--- src/verilog/chg_sup_pkg.sv ---
// shared constants and carrier types for the charge supervision block
package chg_sup_pkg;
  // internal clock
  localparam int unsigned CLK_HZ = 50_000_000;
  // fault pulse width, 128 us
  localparam int unsigned PULSE_US = 128;
  localparam int unsigned PULSE_CYC = PULSE_US * (CLK_HZ / 1_000_000);
  // host watchdog, 30 s
  localparam int unsigned WDOG_S = 30;
  // fallback safety duration after watchdog expiry, 2 min
  localparam int unsigned DEFAULT_SAFETY_S = 120;
  // width of the safety duration select field and of the seconds counters
  localparam int unsigned DUR_W = 2;
  localparam int unsigned SEC_W = 16;
  localparam logic [DUR_W-1:0] DUR_SEL_RST = 2'h1;
  // safety durations in seconds for select codes 1 to 3; code 0 turns the timer off outside default mode
  localparam int unsigned SAFETY_S_SEL1 = 2700;
  localparam int unsigned SAFETY_S_SEL2 = 21600;
  localparam int unsigned SAFETY_S_SEL3 = 43200;
  // charge phase codes
  localparam logic [1:0] PHASE_READY = 2'h0;
  localparam logic [1:0] PHASE_CHARGING = 2'h1;
  localparam logic [1:0] PHASE_DONE = 2'h2;
  localparam logic [1:0] PHASE_FAULT = 2'h3;
  // fault codes
  localparam logic [3:0] FC_NONE = 4'h0;
  localparam logic [3:0] FC_IN_OVP = 4'h1;
  localparam logic [3:0] FC_LOW_SUPPLY = 4'h2;
  localparam logic [3:0] FC_THERMAL = 4'h3;
  localparam logic [3:0] FC_BAT_TEMP = 4'h4;
  localparam logic [3:0] FC_TIMER = 4'h5;
  localparam logic [3:0] FC_BAT_OVP = 4'h6;
  localparam logic [3:0] FC_NO_BAT = 4'h7;
  localparam logic [3:0] FC_SLEEP = 4'h8;
  localparam logic [3:0] FC_WDOG = 4'h9;
  // thermistor zone flags, already compared by the analog front end
  typedef struct packed {
    logic ts_off;
    logic hot;
    logic warm;
    logic cool;
    logic cold;
  } therm_zone_t;
  // analog fault and loop flags
  typedef struct packed {
    logic uvlo;
    logic sleep;
    logic in_ovp;
    logic battery_overvolt;
    logic no_bat;
    logic tj_shutdown;
    logic tj_reg;
    logic input_voltage_limit_loop;
    logic input_current_limit;
  } analog_flags_t;
endpackage

--- src/verilog/tick_div.sv ---
// divider giving a one-cycle tick every DIV cycles while run is high
module tick_div #(
  parameter int unsigned DIV = 50_000_000
) (
  input wire logic mclk,
  input wire logic rstn,
  input wire logic run,
  output logic tick
);
  initial begin
    if (DIV < 2) $error("tick_div: DIV must be at least 2");
  end
  logic [31:0] cnt_r;
  // count while running; hold when stopped
  always_ff @(posedge mclk) begin
    if (!rstn) begin
      cnt_r <= 32'h0;
      tick <= 1'b0;
    end else if (run) begin
      tick <= (cnt_r == 32'(DIV - 1));
      cnt_r <= (cnt_r == 32'(DIV - 1)) ? 32'h0 : cnt_r + 32'h1;
    end else begin
      tick <= 1'b0;
    end
  end
endmodule // tick_div

--- src/verilog/charge_supervision_timers.sv ---
// safety timer, host watchdog, thermistor zones, thermal gating and status pin
// Operation
// RL1: safety timer starts with a charge cycle and runs throughout charging.
// RL2: safety expiry before termination suspends charging.
// RL3: safety fault gives one 128 us pulse and updates phase and fault codes.
// RL4: safety fault latched until charge-off, hi-z or supply toggles.
// RL5: duration from select field; new duration restarts an active timer.
// RL6: slow enable halves timer rate in limit loops, warm/cool, reduced charge.
// RL7: 30 s host watchdog starts at first host write.
// RL8: kick bit restarts watchdog and self-clears.
// RL9: host must keep kicking while supply is present.
// RL10: watchdog expiry loads defaults; safety restarts at 2 minutes.
// RL11: gate LDO on with supply; off on uvlo, sleep or thermal shutdown.
// RL12: hot or cold zone suspends charging and timers.
// RL13: cool zone halves charge current.
// RL14: warm zone lowers regulation voltage by 140 mV.
// RL15: thermistor above disable threshold turns off zone handling.
// RL16: junction regulation reduces input current toward zero.
// RL17: thermal shutdown stops converter, suspends timers, pulses, resumes after cooling.
// RL18: indicator low while charging with enable; else high impedance.
// RL19: fault pulses ignore the indicator enable.
// RL20: each listed charge fault gives one pulse then high impedance.
// RL21: default mode lasts until any host write.
// RL22: pulse and timers counted from clock; overlapping pulse requests merge.
module charge_supervision_timers #(
  parameter int unsigned CYC_PER_SEC = chg_sup_pkg::CLK_HZ,
  parameter int unsigned PULSE_CYC = chg_sup_pkg::PULSE_CYC
) (
  input wire logic mclk,
  input wire logic rstn,
  input wire logic supply_present,
  input wire logic charge_request,
  input wire logic charge_terminated,
  input wire logic charge_off,
  input wire logic hiz_mode,
  input wire logic host_write,
  input wire logic watchdog_kick_wr,
  input wire logic [chg_sup_pkg::DUR_W-1:0] safety_duration_sel,
  input wire logic slow_timer_enable,
  input wire logic reduced_charge_sel,
  input wire logic indicator_enable,
  input wire chg_sup_pkg::analog_flags_t flags_in,
  input wire chg_sup_pkg::therm_zone_t zone_in,
  output logic charge_enable_r,
  output logic converter_on_r,
  output logic gate_supply_ldo_r,
  output logic half_current_r,
  output logic vreg_drop_r,
  output logic input_current_reduce_r,
  output logic default_mode_r,
  output logic load_defaults_r,
  output logic watchdog_kick_r,
  output logic [1:0] charge_phase_code_r,
  output logic [3:0] fault_code_r,
  output logic safety_fault_r,
  output logic stat_oe_r,
  output logic stat_out_r,
  output logic int_oe_r,
  output logic int_out_r
);
  initial begin
    if (PULSE_CYC < 1) $error("PULSE_CYC must be at least 1");
    if (CYC_PER_SEC < 4) $error("CYC_PER_SEC must be at least 4");
  end

  // pin-level analog flags are resynchronised
  chg_sup_pkg::analog_flags_t fl_s1, fl;
  chg_sup_pkg::therm_zone_t zn_s1, zn;
  logic sup_s1, sup;
  always_ff @(posedge mclk) begin
    if (!rstn) begin
      fl_s1 <= '0;
      fl <= '0;
      zn_s1 <= '0;
      zn <= '0;
      sup_s1 <= 1'b0;
      sup <= 1'b0;
    end else begin
      fl_s1 <= flags_in;
      fl <= fl_s1;
      zn_s1 <= zone_in;
      zn <= zn_s1;
      sup_s1 <= supply_present;
      sup <= sup_s1;
    end
  end

  // zone decode, all off when the thermistor input is tied high
  logic z_hot_cold, z_warm, z_cool;
  assign z_hot_cold = !zn.ts_off && (zn.hot || zn.cold); // RL15
  assign z_warm = !zn.ts_off && zn.warm;
  assign z_cool = !zn.ts_off && zn.cool;
  logic tshut;
  assign tshut = fl.tj_shutdown;
  logic sup_ok;
  assign sup_ok = sup && !fl.uvlo && !fl.sleep;

  // timers suspended in thermal shutdown or hot/cold
  logic timers_hold;
  assign timers_hold = tshut || z_hot_cold; // RL12 RL17

  // half-rate condition
  logic slow;
  assign slow = slow_timer_enable && (fl.input_voltage_limit_loop ||
    fl.input_current_limit || fl.tj_reg || z_warm || z_cool ||
    reduced_charge_sel); // RL6

  // one-second time base; half-rate drops every other second tick
  logic sec_tick, half_ph_r, safety_tick;
  tick_div #(.DIV(CYC_PER_SEC)) u_sec (
    .mclk(mclk),
    .rstn(rstn),
    .run(!timers_hold),
    .tick(sec_tick)
  ); // RL22
  always_ff @(posedge mclk) begin
    if (!rstn) half_ph_r <= 1'b0;
    else if (sec_tick) half_ph_r <= !half_ph_r;
  end
  assign safety_tick = sec_tick && (!slow || half_ph_r); // RL6

  // host-controlled versus default mode
  logic wd_expire;
  always_ff @(posedge mclk) begin
    if (!rstn) begin
      default_mode_r <= 1'b1;
      load_defaults_r <= 1'b0;
    end else begin
      load_defaults_r <= wd_expire; // RL10
      if (host_write) default_mode_r <= 1'b0; // RL21
      else if (wd_expire) default_mode_r <= 1'b1; // RL10
    end
  end

  // host watchdog, armed by first write, seconds counted on the plain tick
  logic [chg_sup_pkg::SEC_W-1:0] wd_cnt_r;
  logic wd_run_r;
  assign wd_expire = wd_run_r && !host_write && sec_tick &&
    (wd_cnt_r == chg_sup_pkg::SEC_W'(chg_sup_pkg::WDOG_S - 1));
  always_ff @(posedge mclk) begin
    if (!rstn || !sup) begin
      wd_run_r <= 1'b0;
      wd_cnt_r <= '0;
    end else if (host_write) begin
      wd_run_r <= 1'b1; // RL7
      if (watchdog_kick_wr || !wd_run_r) wd_cnt_r <= '0; // RL8
    end else if (wd_expire) begin
      wd_run_r <= 1'b0;
      wd_cnt_r <= '0;
    end else if (wd_run_r && sec_tick) begin
      wd_cnt_r <= wd_cnt_r + 1'b1;
    end
  end

  // kick bit reads back as one for the cycle after being written, then zero
  always_ff @(posedge mclk) begin
    if (!rstn) watchdog_kick_r <= 1'b0;
    else watchdog_kick_r <= host_write && watchdog_kick_wr; // RL8
  end

  // safety duration in seconds
  function automatic logic [chg_sup_pkg::SEC_W-1:0] dur_secs(
      input logic [chg_sup_pkg::DUR_W-1:0] sel, input logic dflt);
    logic [chg_sup_pkg::SEC_W-1:0] s;
    s = '0;
    if (dflt) s = chg_sup_pkg::SEC_W'(chg_sup_pkg::DEFAULT_SAFETY_S);
    else begin
      case (sel)
        2'h0: s = '0; // disabled
        2'h1: s = chg_sup_pkg::SEC_W'(chg_sup_pkg::SAFETY_S_SEL1); // 45 min
        2'h2: s = chg_sup_pkg::SEC_W'(chg_sup_pkg::SAFETY_S_SEL2); // 6 h
        default: s = chg_sup_pkg::SEC_W'(chg_sup_pkg::SAFETY_S_SEL3); // 12 h
      endcase
    end
    return s;
  endfunction

  // safety timer state machine
  typedef enum logic [1:0] {
    SF_IDLE = 2'b00,
    SF_RUN = 2'b01,
    SF_FAULT = 2'b10
  } safety_st_t;
  safety_st_t sf_r;
  logic [chg_sup_pkg::SEC_W-1:0] sf_cnt_r, sf_lim;
  logic [chg_sup_pkg::DUR_W-1:0] dur_q_r;
  logic dflt_q_r, off_q_r, hiz_q_r, sup_q_r, clear_tog, sf_expire;
  assign sf_lim = dur_secs(dur_q_r, dflt_q_r);
  assign clear_tog = (off_q_r != charge_off) || (hiz_q_r != hiz_mode) ||
    (sup_q_r != sup);
  assign sf_expire = (sf_r == SF_RUN) && safety_tick && (sf_lim != '0) &&
    (sf_cnt_r + 1'b1 >= sf_lim) && !charge_terminated;
  logic charging;
  assign charging = charge_request && !charge_off && !hiz_mode && sup_ok &&
    !charge_terminated;
  always_ff @(posedge mclk) begin
    if (!rstn) begin
      off_q_r <= 1'b0;
      hiz_q_r <= 1'b0;
      sup_q_r <= 1'b0;
    end else begin
      off_q_r <= charge_off;
      hiz_q_r <= hiz_mode;
      sup_q_r <= sup;
    end
  end
  always_ff @(posedge mclk) begin
    if (!rstn) begin
      sf_r <= SF_IDLE;
      sf_cnt_r <= '0;
      dur_q_r <= chg_sup_pkg::DUR_SEL_RST;
      dflt_q_r <= 1'b1;
    end else begin
      dur_q_r <= safety_duration_sel;
      dflt_q_r <= default_mode_r;
      case (sf_r)
        SF_IDLE: begin
          sf_cnt_r <= '0;
          if (charging) sf_r <= SF_RUN; // RL1
        end
        SF_RUN: begin
          if (sf_expire) sf_r <= SF_FAULT; // RL2
          else if (!charging) sf_r <= SF_IDLE;
          else if (wd_expire || dur_q_r != safety_duration_sel)
            sf_cnt_r <= '0; // RL5 RL10
          else if (safety_tick) sf_cnt_r <= sf_cnt_r + 1'b1;
        end
        SF_FAULT: begin
          sf_cnt_r <= '0;
          if (clear_tog) sf_r <= SF_IDLE; // RL4
        end
        default: sf_r <= SF_IDLE;
      endcase
    end
  end
  always_ff @(posedge mclk) begin
    if (!rstn) safety_fault_r <= 1'b0;
    else safety_fault_r <= (sf_r == SF_FAULT) || sf_expire; // RL4
  end

  // charge path and analog steering
  logic run_ok;
  assign run_ok = charging && (sf_r != SF_FAULT) && !sf_expire && !tshut &&
    !z_hot_cold && !fl.in_ovp && !fl.battery_overvolt && !fl.no_bat;
  always_ff @(posedge mclk) begin
    if (!rstn) begin
      charge_enable_r <= 1'b0;
      converter_on_r <= 1'b0;
      gate_supply_ldo_r <= 1'b0;
      half_current_r <= 1'b0;
      vreg_drop_r <= 1'b0;
      input_current_reduce_r <= 1'b0;
    end else begin
      charge_enable_r <= run_ok; // RL2 RL12
      converter_on_r <= sup_ok && !tshut && !hiz_mode; // RL17
      gate_supply_ldo_r <= sup_ok && !tshut; // RL11
      half_current_r <= z_cool; // RL13
      vreg_drop_r <= z_warm; // RL14
      input_current_reduce_r <= fl.tj_reg || tshut; // RL16
    end
  end

  // fault events: rising edges of each charge fault
  logic [7:0] fault_now, fault_q_r, fault_rise;
  assign fault_now = {sf_r == SF_FAULT, fl.sleep, fl.in_ovp, fl.uvlo,
    fl.battery_overvolt, tshut, fl.no_bat, z_hot_cold && charge_request};
  always_ff @(posedge mclk) begin
    if (!rstn) fault_q_r <= '0;
    else fault_q_r <= fault_now;
  end
  assign fault_rise = fault_now & ~fault_q_r;
  logic pulse_req;
  assign pulse_req = (|fault_rise) || wd_expire; // RL20

  // status codes
  always_ff @(posedge mclk) begin
    if (!rstn) begin
      fault_code_r <= chg_sup_pkg::FC_NONE;
      charge_phase_code_r <= chg_sup_pkg::PHASE_READY;
    end else begin
      if (fault_rise[7]) fault_code_r <= chg_sup_pkg::FC_TIMER; // RL3
      else if (fault_rise[2]) fault_code_r <= chg_sup_pkg::FC_THERMAL; // RL17
      else if (fault_rise[5]) fault_code_r <= chg_sup_pkg::FC_IN_OVP;
      else if (fault_rise[4]) fault_code_r <= chg_sup_pkg::FC_LOW_SUPPLY;
      else if (fault_rise[6]) fault_code_r <= chg_sup_pkg::FC_SLEEP;
      else if (fault_rise[3]) fault_code_r <= chg_sup_pkg::FC_BAT_OVP;
      else if (fault_rise[1]) fault_code_r <= chg_sup_pkg::FC_NO_BAT;
      else if (fault_rise[0]) fault_code_r <= chg_sup_pkg::FC_BAT_TEMP;
      else if (wd_expire) fault_code_r <= chg_sup_pkg::FC_WDOG;
      else if (clear_tog && !(|fault_now)) fault_code_r <= chg_sup_pkg::FC_NONE;
      if (|fault_now) charge_phase_code_r <= chg_sup_pkg::PHASE_FAULT; // RL3
      else if (run_ok) charge_phase_code_r <= chg_sup_pkg::PHASE_CHARGING;
      else if (charge_terminated) charge_phase_code_r <= chg_sup_pkg::PHASE_DONE;
      else charge_phase_code_r <= chg_sup_pkg::PHASE_READY;
    end
  end

  // fault pulse stretcher; requests during a pulse merge into it
  logic [31:0] pls_cnt_r;
  logic pls_on;
  assign pls_on = pls_cnt_r != 32'h0;
  always_ff @(posedge mclk) begin
    if (!rstn) pls_cnt_r <= 32'h0;
    else if (pulse_req && !pls_on) pls_cnt_r <= 32'(PULSE_CYC); // RL3 RL22
    else if (pls_on) pls_cnt_r <= pls_cnt_r - 32'h1;
  end

  // open-drain status pins: drive low while charging with indicator_enable set, or while pulsing
  logic drive_low;
  assign drive_low = (pulse_req && !pls_on) || (pls_cnt_r > 32'h1) ||
    (run_ok && indicator_enable); // RL18 RL19
  always_ff @(posedge mclk) begin
    if (!rstn) begin
      stat_oe_r <= 1'b0;
      int_oe_r <= 1'b0;
      stat_out_r <= 1'b0;
      int_out_r <= 1'b0;
    end else begin
      stat_oe_r <= drive_low; // RL18
      int_oe_r <= drive_low; // RL19
      stat_out_r <= 1'b0;
      int_out_r <= 1'b0;
    end
  end
endmodule // charge_supervision_timers

--- config.mk ---
export PLATFORM = sky130hd
export DESIGN_NAME = charge_supervision_timers
export DESIGN_NICKNAME = d
export VERILOG_FILES = /design/src/verilog/chg_sup_pkg.sv /design/src/verilog/tick_div.sv /design/src/verilog/charge_supervision_timers.sv
export SDC_FILE = /design/constraint.sdc
export NUM_CORES = 1
export LEC_CHECK = 0
export ABC_CLOCK_PERIOD_IN_PS = 3400
export BUFFER_PORTS_ARGS = -buffer_cell sky130_fd_sc_hd__buf_2
export CORE_ASPECT_RATIO = 0.75
export CORE_UTILIZATION = 49
export CTS_CLUSTER_DIAMETER = 120
export DETAILED_ROUTE_END_ITERATION = 8
export GPL_ROUTABILITY_DRIVEN = 0
export GPL_TIMING_DRIVEN = 0
export PLACE_DENSITY = 0.68
export SYNTH_ARGS = -nofsm -noshare
export SYNTH_HDL_FRONTEND = slang
export SYNTH_SLANG_ARGS = --single-unit
--- constraint.sdc ---
create_clock -name mclk -period 3.4 [get_ports mclk]
set_clock_uncertainty 0.1 [all_clocks]
set_input_delay 0.17 -clock mclk [delete_from_list [all_inputs] [get_ports mclk]]
set_output_delay 0.17 -clock mclk [all_outputs]
set_load 0.02 [all_outputs]
# Word-level counts from Yosys, hierarchy flattened
# Cells that the tools add are included.
word_totals:
  reg_bits: 162
  output_inout_bits: 20
classes:
  add_sub_neg: 4
  magnitude_cmp: 2
  eq_ne: 18
  muxes: 36
  n_bitwise: 3
  reduce_logical: 92
ops:
  columns: ["cell", "n"]
  rows:
  - ["two-way mux 16 bit", 9]
  - ["case mux 16 bit (3 select lines)", 1]
  - ["logical AND 1 bit", 33]
  - ["adder 16 x 1 -> 16 bit (second input constant)", 2]
  - ["adder 32 x 1 -> 32 bit (second input constant)", 1]
  - ["equality test 32 x 26 -> 1 bit (second input constant)", 1]
  - ["> comparator 32 x 1 -> 1 bit (second input constant)", 1]
  - ["two-way mux 32 bit", 1]
  - ["case mux 16 bit (2 select lines)", 1]
  - ["nonzero test 32 bit", 1]
  - ["subtractor 32 x 1 -> 32 bit (second input constant)", 1]
  - ["two-way mux 13 bit", 2]
  - ["two-way mux 4 bit", 6]
  - ["logical NOT 1 bit", 20]
  - ["logical OR 1 bit", 18]
  - ["equality test 16 x 5 -> 1 bit (second input constant)", 1]
  - ["greater-or-equal comparator 16 bit", 1]
  - ["nonzero test 16 bit", 1]
  - ["OR reduction 8 bit", 2]
  - ["two-way mux 2 bit", 7]
  - ["two-way mux 3 bit", 4]
  - ["inequality test 2 bit (second input constant)", 5]
  - ["nonzero test 10 bit", 1]
  - ["nonzero test 9 bit", 1]
  - ["21 further kinds", 34]

# Depth between registers and ports, before layout
depth:
  word_depth: 22
  mapped_depth: 16
  ltp_nobuf: 14

# Cells and area by module
# From an unflattened synthesis, not the netlist that was laid out.
hier_totals:
  cells_unflattened: 834
  hier_area_um2: 7444.6
by_module_without_submodules:
  columns: ["module", "instances", "cells_each", "area_per_inst_um2", "seq_area_each_um2"]
  rows:
  - ["charge_supervision_timers", 1, 623, 5657.9, 2582.5]
  - ["tick_div", 1, 211, 1786.7, 660.6]

# Least setup slack after synthesis
# Ideal clock, no wire load.
synth_timing:
  path_type: "reg2reg"
  start: "register sf_cnt_r[2] (netlist name)"
  end: "register sf_cnt_r[10] (netlist name)"
  setup_ns: 0.073
  arrival_time_ns: 3.423
  required_ns: 3.227
  slack_ns: -0.196
  stages_incl_launch_ff: 16
  path_buffers: 2
  path_cell_list: "dfxtp_1 > nand3_1 > nor3_1 > nand3_1 > nor3_1 > xnor2_1 > inv_1 > ha_1 > a21oi_1 > o211ai_1 > nor4b_1 > a2111o_1 > or4b_1 > buf_2 > buf_6 > o22ai_2"
synth_between:
  elab_chain_len: 6
synth_rtl:
  columns: ["item", "line", "rtl"]
  rows:
  - ["from (decl)", "charge_supervision_timers.sv:185", "logic [chg_sup_pkg::SEC_W-1:0] sf_cnt_r, sf_lim;"]
  - ["from (signal assigned)", "charge_supervision_timers.sv:226", "else if (safety_tick) sf_cnt_r <= sf_cnt_r + 1'b1;"]
  - ["adder 16 x 1 -> 16 bit *", "charge_supervision_timers.sv:192, charge_supervision_timers.sv:226", null]
  - ["greater-or-equal comparator 16 bit / two-way mux 16 bit (equally long branches)", "charge_supervision_timers.sv:192, charge_supervision_timers.sv:226", null]
  - ["logical AND 1 bit / two-way mux 16 bit (equally long branches)", "charge_supervision_timers.sv:191, charge_supervision_timers.sv:224", null]
  - ["logical AND 1 bit / two-way mux 16 bit (equally long branches)", "charge_supervision_timers.sv:192, charge_supervision_timers.sv:223", null]
  - ["inequality test 2 bit (no source line) / two-way mux 16 bit (equally long branches)", null, null]
  - ["AND reduction 4 bit (no source line) / case mux 16 bit (2 select lines) (equally long branches)", null, null]
# Mark *: on every way between the ends. The rest lies on a longest branch, timed or not. The select of a mux whose other input is x is not followed.
# A chain may end at the register's enable or synchronous reset.

# Worst setup path in the final report
layout_timing:
  start: "register sf_cnt_r[0] (netlist name)"
  end: "register sf_cnt_r[10] (netlist name)"
# The elaborated chain is that of the path after synthesis.

==> results.ini <==
[route]
vias = 6003
first_iter_violations = 366
wirelength_mm = 16.7
drtPass1Iterations = 5
via_per_inst = 5.22
wl_per_cell_um = 14.5
antenna_violating_nets_post_route = 0
drc = 0

[cells_and_area]
post-route-cell-area_sq_mm = 0.00901
area_growth_pct = 23.1
layout.nets = 985
diodes = 0
drive_gt1_share_pct = 16.0
fillers = 1259

[setup_path]
start_kind = register
path_delay_family = simple AND/OR/NAND/NOR gates
cp_cell_sequence = ha_4, nand4_1, nor2_2, nand2_1, nor2_2, xnor2_2, inv_1, ha_4, a21oi_4, o211ai_1, nor4b_2, a2111o_1, or4b_4, buf_12, clkbuf_16, o22ai_2
path_class = register to register
max_stage_delay_ns = 0.49
cp_slowest_cell = or4b_4
crit_required_ns = 3.66
arrival_ns = 3.74
end_kind = register
crit_buf_inv = 3
worst-path-max-fanout = 8

[grt]
grt_overflow = 0
grt_pass1_wl_mm = 26.7
track_usage_pct = 22.6
grt_max_degree = 17
grt_pass1_vias = 5363
antenna_found_initial = 0

[power]
p_int_mw = 3.84
p_leak_nw = 3.52
switching_share_pct = 31.9
irDropWorstVdd_v = 0.000474
total_power_mw = 5.64
power_frac_comb_pct = 25.6
clkPwrFrac_pct = 35.5
pwr-share-seq_pct = 38.9
p_per_area_mw_per_mm2 = 626
power.switching_mw = 1.80

[timing]
hold_violations = 0
setup_tns_ns = -0.541
rsz0062_at_grt = true
finalMaxSlewViolations = 0
min_period_ns = 3.48
setup_viol = 13
setup_ws_ns = -0.0790
fmax_mhz = 287
worst_pin_slew_ns = 0.790
max-slew-margin-rel_pct = 47.3
finalCritPeriodShare_pct = 102

[die]
die_w_um = 143
core_sq_mm = 0.0145
ios = 48
rows = 38
die_h_um = 108
start_util_pct = 50.3
die_area_sq_mm = 0.0154

[synthesis]
syn_area_sq_mm = 0.00732
ys_seq_area_share_pct = 44.3
synthArstFlopShare_pct = 0
synth_cell_types = 61
yosysTopAreaCell = dfxtp_1
synth_edf_count = 0
synth_cells = 839
syn_area_per_cell_sq_um = 8.73
netlist_top_cells_area = dfxtp_1, xnor2_1, nor2_1
ys_ff_latch = 162
ys.flop_type = dfxtp_1
synth_top_area_share_pct = 44.3
synth_common_cells = dfxtp_1, nor2_1, nand2_1, xnor2_1, and2_1
yosysMostFrequentCell = dfxtp_1
yosys_warnings = 0

[cts]
clkLatencyLatePin_ns = 0.43
htree_num_levels = 4
cts.path.max_buffers = 2
cts_made_buffers = 17
clock_sinks = 162
clkTransAtPathRegs_ns = 0.07
cts_root_buffer = clkbuf_16
tritoncts = yes

[run]
maxCapViolations = 0

[hold_path]
min_path_type = input pin to register

[placed_design]
hpwl_mm = 11.1
placed_cell_area_sq_mm = 0.00782
io_buffers = 44
dp_slack_ns = -0.574

[status]
violations = setup timing
status = complete, but fails checks

## sequential cells by signal (all words and copies together), names as in the netlist, 4 cells and up
| name | cells |
|---|---|
| pls_cnt_r | 32 |
| u_sec.cnt_r | 32 |
| sf_cnt_r | 16 |
| wd_cnt_r | 16 |
| fl_s1 | 9 |
| fault_q_r | 8 |
| fault_now | 5 |
| zn | 5 |
| zn_s1 | 5 |
| fault_code_r | 4 |
## cells in the final DEF, fill, tap and decap left out, types with 4 or more instances in the layout
master           n
dfxtp_1        155
nor2_1         127
nand2_1         70
xnor2_1         57
buf_2           46
and2_1          42
nand3_1         33
xor2_1          29
inv_1           25
dlygate4sd3_1   24
a21oi_1         20
nor4_1          20
nand4_1         19
nor3_1          19
clkbuf_16       18
and3_1          16
clkbuf_1        16
buf_4           15
o21ai_0         15
ha_1            15
or3_1           13
nand2b_1        12
o22ai_2          8
or4_1            6
a31oi_1          6
nor2b_1          6
o22ai_1          5
and4_1           5
dfxtp_4          5
nor3b_1          4
nor4b_1          4
ha_4             4
clkinvlp_4       4
inv_6            4
## per-stage QoR
stage                     utilization, %  instances  hold slack [ns]
after floorplan                        -        840            0.142
after global placement              53.7       1084            0.278
after detailed placement            53.7       1084            0.279
after CTS                           60.9       1147           0.0636
after global routing                61.9       1151           0.0935
final                               61.9       1151           0.0743
## timing repair
action,4_1_cts,5_1_grt
pin swaps,13,7
endpoints found under the hold margin,25,0
hold buffers,24,0
gates cloned,0,1
buffers inserted,8,3
gates resized for setup,34,16
setup endpoints to repair,22,17
## cell type report
type	instances	area, sq um	area share, %
Buffer	27	166	1.85
Clock buffer	18	439	4.87
Clock inverter	14	178	1.97
Inverter	25	93.8	1.04
Multi-Input combinational cell	625	4050	45.0
Sequential cell	162	3260	36.2
Tap cell	200	250	2.78
Timing Repair Buffer	80	568	6.30
## worst reg2reg max path: cells and delay by family, from the launching register on
kind | cells | cell delay, ns
simple gates | 6 | 1.44
compound gates | 4 | 0.60
buf+inv | 3 | 0.44
flops | 1 | 0.37
fa+ha+maj | 2 | 0.32
xor+xnor | 1 | 0.14
## path summary, 6_finish.rpt
path / start / to / slack (ns) / depth (start not counted)
worst max-delay path: sf_cnt_r[0] / sf_cnt_r[10] / -0.08 / 16
worst min-delay path: rstn / fault_code_r[3] / 0.07 / 4
worst min register to register: fl_s1[5] / fault_now[3] / 0.33 / 1
worst max register to register: sf_cnt_r[0] / sf_cnt_r[10] / -0.08 / 16
## routing by layer
| metal | global-route usage, % | share of wire [%] | vias to the layer above |
|---|---|---|---|
| met5 | 0 | 0 | - |
| met1 | 32.8 | 53 | 2740 |
| met3 | 5.16 | 4.7 | 27 |
| met2 | 32.0 | 41 | 147 |
| met4 | 8.60 | 1.6 | 0 |
| li1 | - | - | 3089 |
## power by group through the flow
stage | logic [mW] | clock network [mW] | registers (mW)
finish | 1.44 | 2.00 | 2.20
global route | 1.61 | 2.13 | 2.22
CTS | 1.44 | 2.03 | 2.19
detailed placement | 1.41 | 0 | 2.24
global placement | 1.40 | 0 | 2.24
floorplan | 1.13 | 0 | 2.23
## cells by family after synthesis
kind of cell / synth area share (%)
AND/OR/NAND/NOR: 29.7
AO/OA/AOI/OAI: 8.83
other: 0.0512
adder cells (fa/ha/maj): 3.25
buffers and inverters: 3.25
XOR/XNOR: 10.6
flip-flops: 44.3
(Power assumes the default switching activity.)
